`src/wtc_pkg.sv`:
```
// Constants and types for the waveform timer control shell
package wtc_pkg;
  // Register byte offsets
  localparam logic [5:0] OFS_MAIN    = 6'h00;
  localparam logic [5:0] OFS_WAVE    = 6'h01;
  localparam logic [5:0] OFS_ROUTE   = 6'h02;
  localparam logic [5:0] OFS_OVRD    = 6'h03;
  localparam logic [5:0] OFS_CMD     = 6'h04;
  localparam logic [5:0] OFS_EVA     = 6'h08;
  localparam logic [5:0] OFS_EVB     = 6'h09;
  localparam logic [5:0] OFS_INTEN   = 6'h0c;
  localparam logic [5:0] OFS_INTFLAG = 6'h0d;
  localparam logic [5:0] OFS_STATE   = 6'h0e;
  localparam logic [5:0] OFS_INA     = 6'h10;
  localparam logic [5:0] OFS_INB     = 6'h11;
  localparam logic [5:0] OFS_FAULT   = 6'h12;
  localparam logic [5:0] OFS_DLYC    = 6'h14;
  localparam logic [5:0] OFS_DLYV    = 6'h15;
  localparam logic [5:0] OFS_DITC    = 6'h18;
  localparam logic [5:0] OFS_DITV    = 6'h19;
  localparam logic [5:0] OFS_DEBUG   = 6'h1e;
  localparam logic [5:0] OFS_CMPA_S  = 6'h28;
  localparam logic [5:0] OFS_CMPA_C  = 6'h2a;
  localparam logic [5:0] OFS_CMPB_S  = 6'h2c;
  localparam logic [5:0] OFS_CMPB_C  = 6'h2e;
  localparam logic [5:0] OFS_SHSTAT  = 6'h30;
  localparam logic [5:0] OFS_SHMASK  = 6'h31;
  // Field positions and masks
  localparam int         BIT_ENABLE  = 0;
  localparam logic [7:0] MAIN_FIELDS = 8'h7e;
  localparam logic [7:0] MASK_CMD    = 8'h9f;
  localparam logic [7:0] MASK_EV     = 8'hd5;
  localparam logic [7:0] MASK_INT    = 8'h0d;
  localparam logic [7:0] MASK_ROUTE  = 8'hcb;
  localparam logic [7:0] MASK_LOW2   = 8'h03;
  localparam logic [7:0] MASK_LOW4   = 8'h0f;
  localparam logic [7:0] MASK_DLYC   = 8'h3f;
  localparam logic [7:0] MASK_FULL   = 8'hff;
  localparam logic [7:0] MASK_NONE   = 8'h00;
  localparam logic [7:0] MASK_DEBUG  = 8'h05;
  localparam logic [7:0] MASK_SHELL  = 8'h07;
  localparam int         BIT_RUNHALT = 0;
  localparam int         BIT_HFAULT  = 2;
  localparam logic [7:0] RST_BYTE    = 8'h00;
  // Sleep state codes from the power manager
  localparam logic [1:0] SLP_ACTIVE  = 2'h0;
  localparam logic [1:0] SLP_IDLE    = 2'h1;
  localparam logic [1:0] SLP_STANDBY = 2'h2;
  localparam logic [1:0] SLP_PWRDN   = 2'h3;
  // Divider terminal counts
  localparam logic [2:0] SDIV_LIM1   = 3'h0;
  localparam logic [2:0] SDIV_LIM2   = 3'h1;
  localparam logic [2:0] SDIV_LIM4   = 3'h3;
  localparam logic [2:0] SDIV_LIM8   = 3'h7;
  localparam logic [4:0] CDIV_LIM1   = 5'h00;
  localparam logic [4:0] CDIV_LIM4   = 5'h03;
  localparam logic [4:0] CDIV_LIM32  = 5'h1f;
  localparam logic [1:0] CDIV_RSVD   = 2'h3;
  // Unlock window, one instruction per cycle
  localparam logic [2:0] GUARD_WIN   = 3'h4;
  // Timer control bundle
  typedef struct packed {
    logic       run;
    logic [1:0] clk_src;
    logic [1:0] cnt_div;
    logic [1:0] sync_div;
  } wtc_timer_ctl_t;
endpackage

```
`src/wtc_shell.sv`:
```
// Control shell of the waveform timer: registers, sleep/debug gating, dividers
`timescale 1ns/10ps
`default_nettype none

module wtc_shell #(
  parameter int SYNC_LAT = 2
) (
  // Clock and reset
  input  wire  logic                   clock_i,
  input  wire  logic                   srst_i,
  // Register port
  input  wire  logic [5:0]             addr_i,
  input  wire  logic [7:0]             wdata_i,
  input  wire  logic                   wr_i,
  input  wire  logic                   rd_i,
  output logic       [7:0]             rdata_o,
  // System state
  input  wire  logic [1:0]             sleep_mode_i,
  input  wire  logic                   debug_halt_i,
  input  wire  logic                   unlock_key_i,
  input  wire  logic [2:0]             engine_flag_i,
  // Timer control
  output wtc_pkg::wtc_timer_ctl_t      ctrl_o,
  output logic       [7:0]             fault_ctrl_o,
  output logic                         fault_a_o,
  output logic                         fault_b_o,
  output logic                         sync_tick_o,
  output logic                         cnt_tick_o,
  output logic                         enable_sync_done_o,
  output logic                         irq_o
);

  // Crossing latency must fit the four-bit transfer counter
  if (SYNC_LAT < 1 || SYNC_LAT > 15) begin : g_lat_check
    $error("SYNC_LAT out of range");
  end

  localparam logic [3:0] SYNC_LAT_C = 4'(SYNC_LAT);

  logic [7:0] gen_r [0:63];
  logic [7:0] main_r;
  logic       en_sync_r;
  logic [3:0] sync_cnt_r;
  logic [7:0] dbg_r;
  logic [7:0] fault_r;
  logic [2:0] guard_cnt_r;
  logic [7:0] intflag_r;
  logic [2:0] shstat_r;
  logic [2:0] shmask_r;
  logic [7:0] rdata_r;
  logic [2:0] sdiv_cnt_r;
  logic [4:0] cdiv_cnt_r;
  logic       run_nxt;
  logic       wr_main;
  logic       en_done;
  logic       guard_open;
  logic       guard_reject;
  logic       halt_fault;
  logic       en_done_evt;
  logic [2:0] sdiv_lim;
  logic [4:0] cdiv_lim;

  // Write mask of each plain storage register; zero means not stored
  function automatic logic [7:0] plain_mask(input logic [5:0] a);
    case (a)
      wtc_pkg::OFS_WAVE:   plain_mask = wtc_pkg::MASK_LOW2;
      wtc_pkg::OFS_ROUTE:  plain_mask = wtc_pkg::MASK_ROUTE;
      wtc_pkg::OFS_OVRD:   plain_mask = wtc_pkg::MASK_FULL;
      wtc_pkg::OFS_CMD:    plain_mask = wtc_pkg::MASK_CMD;
      wtc_pkg::OFS_EVA,
      wtc_pkg::OFS_EVB:    plain_mask = wtc_pkg::MASK_EV;
      wtc_pkg::OFS_INTEN:  plain_mask = wtc_pkg::MASK_INT;
      wtc_pkg::OFS_INA,
      wtc_pkg::OFS_INB:    plain_mask = wtc_pkg::MASK_LOW4;
      wtc_pkg::OFS_DLYC:   plain_mask = wtc_pkg::MASK_DLYC;
      wtc_pkg::OFS_DLYV:   plain_mask = wtc_pkg::MASK_FULL;
      wtc_pkg::OFS_DITC:   plain_mask = wtc_pkg::MASK_LOW2;
      wtc_pkg::OFS_DITV:   plain_mask = wtc_pkg::MASK_LOW4;
      wtc_pkg::OFS_CMPA_S,
      wtc_pkg::OFS_CMPA_C,
      wtc_pkg::OFS_CMPB_S,
      wtc_pkg::OFS_CMPB_C: plain_mask = wtc_pkg::MASK_FULL;
      wtc_pkg::OFS_CMPA_S + 6'h01,
      wtc_pkg::OFS_CMPA_C + 6'h01,
      wtc_pkg::OFS_CMPB_S + 6'h01,
      wtc_pkg::OFS_CMPB_C + 6'h01: plain_mask = wtc_pkg::MASK_LOW4;
      default:             plain_mask = wtc_pkg::MASK_NONE;
    endcase
  endfunction

  // Decode and qualifiers
  assign wr_main      = wr_i && (addr_i == wtc_pkg::OFS_MAIN);
  assign en_done      = (sync_cnt_r == 4'h0);
  assign guard_open   = (guard_cnt_r != 3'h0);
  assign guard_reject = wr_i && (addr_i == wtc_pkg::OFS_FAULT) && !guard_open;
  assign halt_fault   = debug_halt_i && dbg_r[wtc_pkg::BIT_HFAULT];
  assign en_done_evt  = (sync_cnt_r == 4'h1);
  assign enable_sync_done_o = en_done;

  // Plain storage; captures and reserved bytes stay zero
  always_ff @(posedge clock_i) begin
    if (srst_i) begin
      for (int i = 0; i < 64; i++) begin
        gen_r[i] <= wtc_pkg::RST_BYTE;
      end
    end else if (wr_i && plain_mask(addr_i) != wtc_pkg::MASK_NONE) begin
      gen_r[addr_i] <= wdata_i & plain_mask(addr_i);
    end
  end

  // Main control: enable handshake and locked fields
  always_ff @(posedge clock_i) begin
    if (srst_i) begin
      main_r <= wtc_pkg::RST_BYTE;
    end else if (wr_main) begin
      if (en_done) begin
        main_r[wtc_pkg::BIT_ENABLE] <= wdata_i[wtc_pkg::BIT_ENABLE];
      end
      // Prescalers must not change under a running timer
      if (!main_r[wtc_pkg::BIT_ENABLE] && !en_sync_r) begin
        main_r[7:1] <= wdata_i[7:1] & wtc_pkg::MAIN_FIELDS[7:1];
      end
    end
  end

  // Enable transfer into the timer side, fixed latency
  always_ff @(posedge clock_i) begin
    if (srst_i) begin
      sync_cnt_r <= 4'h0;
      en_sync_r  <= 1'b0;
    end else if (wr_main && en_done &&
                 wdata_i[wtc_pkg::BIT_ENABLE] != main_r[wtc_pkg::BIT_ENABLE]) begin
      sync_cnt_r <= SYNC_LAT_C;
    end else if (!en_done) begin
      sync_cnt_r <= sync_cnt_r - 4'h1;
      if (en_done_evt) begin
        en_sync_r <= main_r[wtc_pkg::BIT_ENABLE];
      end
    end
  end

  // Unlock window opened by the key write on the processor side
  always_ff @(posedge clock_i) begin
    if (srst_i) begin
      guard_cnt_r <= 3'h0;
    end else if (unlock_key_i) begin
      guard_cnt_r <= wtc_pkg::GUARD_WIN;
    end else if (guard_open) begin
      guard_cnt_r <= guard_cnt_r - 3'h1;
    end
  end

  // Fault output control, the only key-protected register
  always_ff @(posedge clock_i) begin
    if (srst_i) begin
      fault_r <= wtc_pkg::RST_BYTE;
    end else if (wr_i && addr_i == wtc_pkg::OFS_FAULT && guard_open) begin
      fault_r <= wdata_i;
    end
  end

  // Debug control, unprotected
  always_ff @(posedge clock_i) begin
    if (srst_i) begin
      dbg_r <= wtc_pkg::RST_BYTE;
    end else if (wr_i && addr_i == wtc_pkg::OFS_DEBUG) begin
      dbg_r <= wdata_i & wtc_pkg::MASK_DEBUG;
    end
  end

  // Engine flags: sticky, write one to clear, set wins
  // Overflow lands in bit 0, trigger A in bit 2, trigger B in bit 3
  always_ff @(posedge clock_i) begin
    if (srst_i) begin
      intflag_r <= wtc_pkg::RST_BYTE;
    end else begin
      intflag_r <= (intflag_r & ~((wr_i && addr_i == wtc_pkg::OFS_INTFLAG) ?
                    wdata_i : wtc_pkg::MASK_NONE))
                 | ({4'h0, engine_flag_i[2:1], 1'b0, engine_flag_i[0]} & wtc_pkg::MASK_INT);
    end
  end

  // Shell events: enable done, rejected write, halt fault
  always_ff @(posedge clock_i) begin
    if (srst_i) begin
      shstat_r <= 3'h0;
    end else begin
      shstat_r <= (shstat_r & ~((wr_i && addr_i == wtc_pkg::OFS_SHSTAT) ?
                   wdata_i[2:0] : 3'h0))
                | {halt_fault, guard_reject, en_done_evt};
    end
  end

  // Shell event mask
  always_ff @(posedge clock_i) begin
    if (srst_i) begin
      shmask_r <= 3'h0;
    end else if (wr_i && addr_i == wtc_pkg::OFS_SHMASK) begin
      shmask_r <= wdata_i[2:0] & wtc_pkg::MASK_SHELL[2:0];
    end
  end

  // Level interrupt from either flag group
  assign irq_o = |(shstat_r & shmask_r) |
                 |(intflag_r & gen_r[wtc_pkg::OFS_INTEN]);

  // Read data in the cycle after the strobe only
  always_ff @(posedge clock_i) begin
    if (srst_i || !rd_i) begin
      rdata_r <= 8'h00;
    end else begin
      case (addr_i)
        wtc_pkg::OFS_MAIN:    rdata_r <= main_r;
        wtc_pkg::OFS_INTFLAG: rdata_r <= intflag_r;
        wtc_pkg::OFS_STATE:   rdata_r <= {6'h00, 1'b1, en_done};
        wtc_pkg::OFS_FAULT:   rdata_r <= fault_r;
        wtc_pkg::OFS_DEBUG:   rdata_r <= dbg_r;
        wtc_pkg::OFS_SHSTAT:  rdata_r <= {5'h00, shstat_r};
        wtc_pkg::OFS_SHMASK:  rdata_r <= {5'h00, shmask_r};
        default:              rdata_r <= gen_r[addr_i];
      endcase
    end
  end
  assign rdata_o = rdata_r;

  // Run decision from enable, sleep state and debug halt
  always_comb begin
    run_nxt = en_sync_r;
    if (sleep_mode_i == wtc_pkg::SLP_STANDBY || sleep_mode_i == wtc_pkg::SLP_PWRDN) begin
      run_nxt = 1'b0;
    end
    if (debug_halt_i && !dbg_r[wtc_pkg::BIT_RUNHALT]) begin
      run_nxt = 1'b0;
    end
  end

  // Registered control bundle and fault outputs
  always_ff @(posedge clock_i) begin
    if (srst_i) begin
      ctrl_o       <= '0;
      fault_a_o    <= 1'b0;
      fault_b_o    <= 1'b0;
      fault_ctrl_o <= 8'h00;
    end else begin
      ctrl_o.run      <= run_nxt;
      ctrl_o.clk_src  <= main_r[6:5];
      ctrl_o.cnt_div  <= main_r[4:3];
      ctrl_o.sync_div <= main_r[2:1];
      fault_a_o       <= halt_fault;
      fault_b_o       <= halt_fault;
      fault_ctrl_o    <= fault_r;
    end
  end

  // Divider terminal counts
  always_comb begin
    case (ctrl_o.sync_div)
      2'h0:    sdiv_lim = wtc_pkg::SDIV_LIM1;
      2'h1:    sdiv_lim = wtc_pkg::SDIV_LIM2;
      2'h2:    sdiv_lim = wtc_pkg::SDIV_LIM4;
      default: sdiv_lim = wtc_pkg::SDIV_LIM8;
    endcase
    case (ctrl_o.cnt_div)
      2'h0:    cdiv_lim = wtc_pkg::CDIV_LIM1;
      2'h1:    cdiv_lim = wtc_pkg::CDIV_LIM4;
      default: cdiv_lim = wtc_pkg::CDIV_LIM32;
    endcase
  end

  // Synchronizer divider; cleared while stopped so restart is clean
  always_ff @(posedge clock_i) begin
    if (srst_i || !ctrl_o.run) begin
      sdiv_cnt_r  <= 3'h0;
      sync_tick_o <= 1'b0;
    end else if (sdiv_cnt_r == sdiv_lim) begin
      sdiv_cnt_r  <= 3'h0;
      sync_tick_o <= 1'b1;
    end else begin
      sdiv_cnt_r  <= sdiv_cnt_r + 3'h1;
      sync_tick_o <= 1'b0;
    end
  end

  // Counter divider on synchronizer ticks; reserved code gives no ticks
  always_ff @(posedge clock_i) begin
    if (srst_i || !ctrl_o.run || ctrl_o.cnt_div == wtc_pkg::CDIV_RSVD) begin
      cdiv_cnt_r <= 5'h00;
      cnt_tick_o <= 1'b0;
    end else if (!sync_tick_o) begin
      cnt_tick_o <= 1'b0;
    end else if (cdiv_cnt_r == cdiv_lim) begin
      cdiv_cnt_r <= 5'h00;
      cnt_tick_o <= 1'b1;
    end else begin
      cdiv_cnt_r <= cdiv_cnt_r + 5'h01;
      cnt_tick_o <= 1'b0;
    end
  end
endmodule
`default_nettype wire

```
`config.mk`:
```
export PLATFORM = sky130hd
export DESIGN_NAME = wtc_shell
export DESIGN_NICKNAME = d
export VERILOG_FILES = /design/src/wtc_pkg.sv /design/src/wtc_shell.sv
export SDC_FILE = /design/constraint.sdc
export NUM_CORES = 1
export LEC_CHECK = 0
export ABC_AREA = 1
export BUFFER_PORTS_ARGS = -buffer_cell sky130_fd_sc_hd__buf_2
export CAP_MARGIN = 20
export CORE_MARGIN = 5
export CORE_UTILIZATION = 45
export DETAILED_ROUTE_END_ITERATION = 8
export SLEW_MARGIN = 30
export SYNTH_ARGS = -nofsm -noshare
export SYNTH_HDL_FRONTEND = slang
export SYNTH_SLANG_ARGS = --single-unit
```
`constraint.sdc`:
```
create_clock -name clock_i -period 5.9 [get_ports clock_i]
set_clock_uncertainty 0.05 [all_clocks]
set_input_delay 0.59 -clock clock_i [delete_from_list [all_inputs] [get_ports clock_i]]
set_output_delay 0.59 -clock clock_i [all_outputs]
set_load 0.05 [all_outputs]
```
==> metrics, run 1 <==
Pwr Total=9.00 mW; initial antenna violation count=3; Post-synth EDFFs=512; Final #Nets=3088; GRT overflow=0; GPL Wtd Cong=0.892; layout cell share with drive strength beyond 1=0.0625; share of the synthesized area in the top cell type=0.602; Yosys reg bits=585; pin count of the biggest net entering global routing=94; Non-Filler Cell Area, Final=29600 um^2; vias in the first global route=17100; gr usage total=0.192; I/O Buffers=52; Top FF cell, synth=edfxtp_1; clk sinks=585; initial core utilization=0.454; synthesized area=25500 um^2; Area after DPL=27800 um^2; Post-synth top cells=1071 x nand2_1, 512 x edfxtp_1, 290 x inv_1; max incr delay on CP=0.55 ns; post-synthesis sequential area ratio=0.659; Worst setup EP type=register; Reg clk slew, reported paths=0.06 ns; I/O Pins=54; Die X=248 um; Yosys top cell by area=edfxtp_1; drt total wl=59100 um; first-pass GRT wire length=92300 um; WL/cell=15.3 um; Clk Latency, worst-skew pair=0.63 ns; Worst Hold Class=primary input to register; largest cells by area after synthesis=edfxtp_1 60%, nand2_1 16%, dfxtp_1 5.7%; P per Cell Area=305 nW/um^2; vias=17700; Worst path top cell family by delay=buffers and inverters; slowest CP cell=buf_4; CTS tree=built; highest clock rate=312 MHz; drt first pass iters=5; post-route ant nets=0; r2r startpoint=gen_r[52][1]; DR iter-0 viols=1461; most common cell in the netlist=nand2_1; Worst Tran Pin Value=1.02 ns; clock root cell=clkbuf_16; CP startpoint=addr_i[1]; Req. time, crit path=6.35 ns; RSZ-0062 raised after global routing=no; H-tree depth=2; Num CTS Buffers=59; Post-Syn Area per Cell=9.52 um^2; Slew Limit Fails=0; DRC=0; status=completed; # setup viols final=0; yosys warns=0; Gate Count Post-Synth=2683; Setup CP Type=primary input to register; die height=248 um; crit path launch type=primary input; Core ar.=56300 um^2; maximum VDD drop=218 uV; Max FO, Critical Path=51; post-CTS sizing=0; Post-CTS Setup Inserts=0; # rows=87; Max Root-Sink Buffers=3; library cells used by synthesis=44; die area=61600 um^2; WP data arrival=3.66 ns; Async SR Flop Fraction=0; DR vias/cell=4.57; CTS Hold Bufs=0; CP Cell Sequence=buf_4 > clkinv_2 > buf_4 > nand2_1 > inv_1 > buf_4 > nand2_1 > nand2_1 > o21ai_0 > nand2_1 > o21ai_0 > nand2_1 > nor2_1 > nor2_1; Post-DP HPWL=36100 um; Setup Total Neg Slack=0 ns; period utilization=0.543; clock period minus worst slack=3.21 ns; Max-Cap Viols=0; relative slew slack=0.321; area delta synth->final=15.7%; Hold Fails Final Rpt=0; Bufs and invs on worst path=5; Pleak=13.3 nW; most used cell, CP=nand2_1; min-delay src=sleep_mode_i[1]
==> sequential cells by signal, summed over array words and instances (netlist names), 5 cells and up <==
name,cells
gen_r,512
fault_ctrl_o,8
fault_r,8
intflag_r,8
rdata_o,8
ctrl_o,7
main_r,7
cdiv_cnt_r,5
==> where the power goes <==
group          switching, mW  internal (mW)
clock network           1.52           1.89
registers             0.0691           4.80
logic                  0.543          0.181
total                   2.13           6.87
==> stage by stage <==
step / worst slack, ns / cells / hold slack [ns] / utilization
after floorplan: 3.51 / 3084 / 0.363 / -
after global placement: 2.10 / 3752 / 0.383 / 0.493
after detailed placement: 2.08 / 3752 / 0.399 / 0.494
after CTS: 2.74 / 3861 / 0.100 / 0.525
after global routing: 2.52 / 3865 / 0.118 / 0.525
final: 2.69 / 3865 / 0.138 / 0.525
==> worst register-to-register path, cell delays in order (launching register included) <==
cell and delay (ns):
edfxtp_1 0.36, nand2_1 0.07, nand2_1 0.06, nand2_1 0.05, nand2_1 0.06, nand2_1 0.07, nand2_1 0.05, o21ai_0 0.54
nand3_1 0.30, nor2_1 0.20, nor2_1 0.06
==> routing by layer <==
metal  global-route usage  up-vias  share of wire
met1                0.267     8231           0.45
met2                0.314      375           0.47
li1                     -     8946              -
met5                    0        -              0
met4               0.0636        0          0.031
met3               0.0293      115          0.051
==> layout make-up <==
class / count / area [um^2]
fillers: 5259 / 26700
inverters: 299 / 1130
flip-flops and latches: 585 / 16800
well taps: 756 / 946
diodes: 3 / 7.51
repair buffers: 74 / 485
clock inverters: 21 / 134
multi-input cells: 2039 / 8400
clock buffers: 88 / 1620
==> worst paths after layout <==
path | end | slack (ns) | depth (start not counted)
worst max-delay path | rdata_o[5] | 2.69 | 14
worst min-delay path | ctrl_o[6] | 0.14 | 2
worst max register to register | rdata_o[1] | 3.94 | 10
worst min register to register | fault_ctrl_o[1] | 0.41 | 2
==> logic make-up (layout without fill, tap and decap cells) <==
kind of cell / Yosys count / after routing / share of synthesized area
and+or+nand+nor: 1467 / 1467 / 0.231
other: 1 / 405 / 0.000147
xor gates and xnor gates: 6 / 6 / 0.00206
adders and majority gates: 5 / 5 / 0.00245
DFF: 585 / 585 / 0.659
AOI/OAI and AO/OA: 159 / 159 / 0.0334
buffers and inverters: 460 / 482 / 0.0713
==> cell usage in the layout, fill, tap and decap left out, types with 25 or more instances in the layout <==
cell,n
dfxtp_1,73
clkbuf_1,25
nand3_1,174
inv_1,289
nor2_1,174
clkbuf_16,59
a21oi_1,49
buf_2,49
o21ai_0,84
nand2_1,1070
edfxtp_1,512
conb_1,402
(Power assumes the default switching activity.)
==> run 2: changes to the inputs <==
- clock period: 5.9 -> 3.2 ns (I/O delays scaled with it)
==> run 2 against run 1 <==
Against the previous run:
- die area is the same
- sequential power increased by 84%
- cell area increased by 2.2%
- worst setup slack worse by 1.8 ns
- global-route usage increased by 0.39 points
- sequential cell count unchanged
- first-iteration DRC count is 15% lower
- final cell count grew 1.0%
- largest power group unchanged
- critical endpoint is now gen_r[2][4]
- register-to-register slack worse by 2.7 ns
- total power rose by 92%
==> metrics, run 2 (same netlist as run 1, synthesis figures left out) <==
period utilization=0.712; most frequent cells in the layout=1071 x nand2_1, 512 x edfxtp_1, 402 x conb_1; Max FO, Critical Path=14; DR iter-0 viols=1236; Area after DPL=28100 um^2; vias in the first global route=17400; Slew Limit Fails=0; Reg clk slew, reported paths=0.06 ns; post-CTS sizing=0; Core ar.=56300 um^2; DRC=0; GPL Wtd Cong=0.897; Util after Layout=0.537; Clk Latency, worst-skew pair=0.62 ns; Setup Total Neg Slack=0 ns; clk sinks=585; worst slack at placement=0.447 ns; GRT overflow=0; gr usage total=0.196; Worst Tran Pin Value=0.788 ns; I/O Pins=54; WP data arrival=2.51 ns; Num CTS Buffers=61; highest clock rate=439 MHz; WL/cell=15.4 um; layout cell share with drive strength beyond 1=0.0731; I/O Buffers=52; Biggest register=gen_r; H-tree depth=2; vias=18100; post-route ant nets=0; Max Root-Sink Buffers=3; clock period minus worst slack=2.28 ns; initial core utilization=0.454; slack of the critical path=0.923 ns; relative slew slack=0.474; maximum VDD drop=484 uV; register area=16800 um^2; pin count of the biggest net entering global routing=194; area occupied by multi-input gates=8400 um^2; commonest non-fill, non-tap cell in the layout=nand2_1; die height=248 um; crit path launch type=primary input; Pleak=13.6 nW; Setup CP Type=primary input to register; clock root cell=clkbuf_16; # rows=87; initial antenna violation count=3; Worst Hold Class=primary input to register; Worst setup EP type=register; CTS tree=built; # setup viols final=0; Max-Cap Viols=0; Fill cells=5116; Post-DP HPWL=36800 um; die area=61600 um^2; Largest register FFs=512; P per Cell Area=572 nW/um^2; Non-Filler Cell Area, Final=30200 um^2; first-pass GRT wire length=94100 um; drt total wl=60000 um; Hold Fails Final Rpt=0; Final #Nets=3124; status=completed; drt first pass iters=5; RSZ-0062 raised after global routing=no; Die X=248 um; Req. time, crit path=3.43 ns; area delta synth->final=18.2%; DR vias/cell=4.62; Worst Hold Margin=0.0403 ns
## run 2: cell types whose count changed in the layout (fill, tap and decap cells not counted), moves of 6 or more
cell,previous run,this run
clkbuf_1,25,8
dlygate4sd3_1,0,14
buf_12,3,15
clkinv_2,5,16
buf_4,19,27
bufinv_16,0,6
## run 2: critical path, cell delays in order
cell and delay (ns):
dlygate4sd3_1 0.55, buf_2 0.20, inv_1 0.12, nor2_1 0.15, nand2_1 0.12, inv_2 0.33
nand3_1 0.31, nand2_1 0.38
## run 2: worst paths after layout
kind	depth (start not counted)	end	from	slack, ns
max reg2reg	10	rdata_o[7]	gen_r[38][7]	1.25
min	3	fault_r[1]	wdata_i[1]	0.04
max	8	gen_r[2][4]	wr_i	0.92
min reg2reg	2	intflag_r[7]	intflag_r[7]	0.41
## run 2: final cells by class
class,instances,share of cell area
tap,756,0.0313
antenna,3,0.000249
inverter,299,0.0374
multi-input combinational,2039,0.278
clock inverter,46,0.0126
sequential,585,0.558
timing repair buffer,108,0.0312
clock buffer,69,0.0515
## run 2: repair_timing
action,CTS,global route
endpoints found under the hold margin,19,0
buffers inserted,0,0
setup endpoints to repair,0,0
hold buffers,14,0
## run 2: stage by stage
stage               power [mW]  cells
floorplan                 10.0   3084
global placement          10.5   3772
detailed placement        10.5   3772
CTS                       17.4   3901
global route              18.0   3905
finish                    17.3   3905
## run 2: layer usage
| layer | track usage | share of wire | routed length [um] | vias up |
|---|---|---|---|---|
| met5 | 0 | 0 | 0 | - |
| met4 | 0.0789 | 0.039 | 2340 | 0 |
| met3 | 0.0338 | 0.061 | 3680 | 132 |
| met2 | 0.317 | 0.47 | 28300 | 435 |
| met1 | 0.266 | 0.43 | 25600 | 8469 |
| li1 | - | - | - | 9017 |
## run 2: power breakdown
group | leakage (nW) | switching, mW | internal [mW]
clock | 0.955 | 2.93 | 3.97
combinational | 7.09 | 1.01 | 0.385
sequential | 5.57 | 0.128 | 8.84
total | 13.6 | 4.07 | 13.2
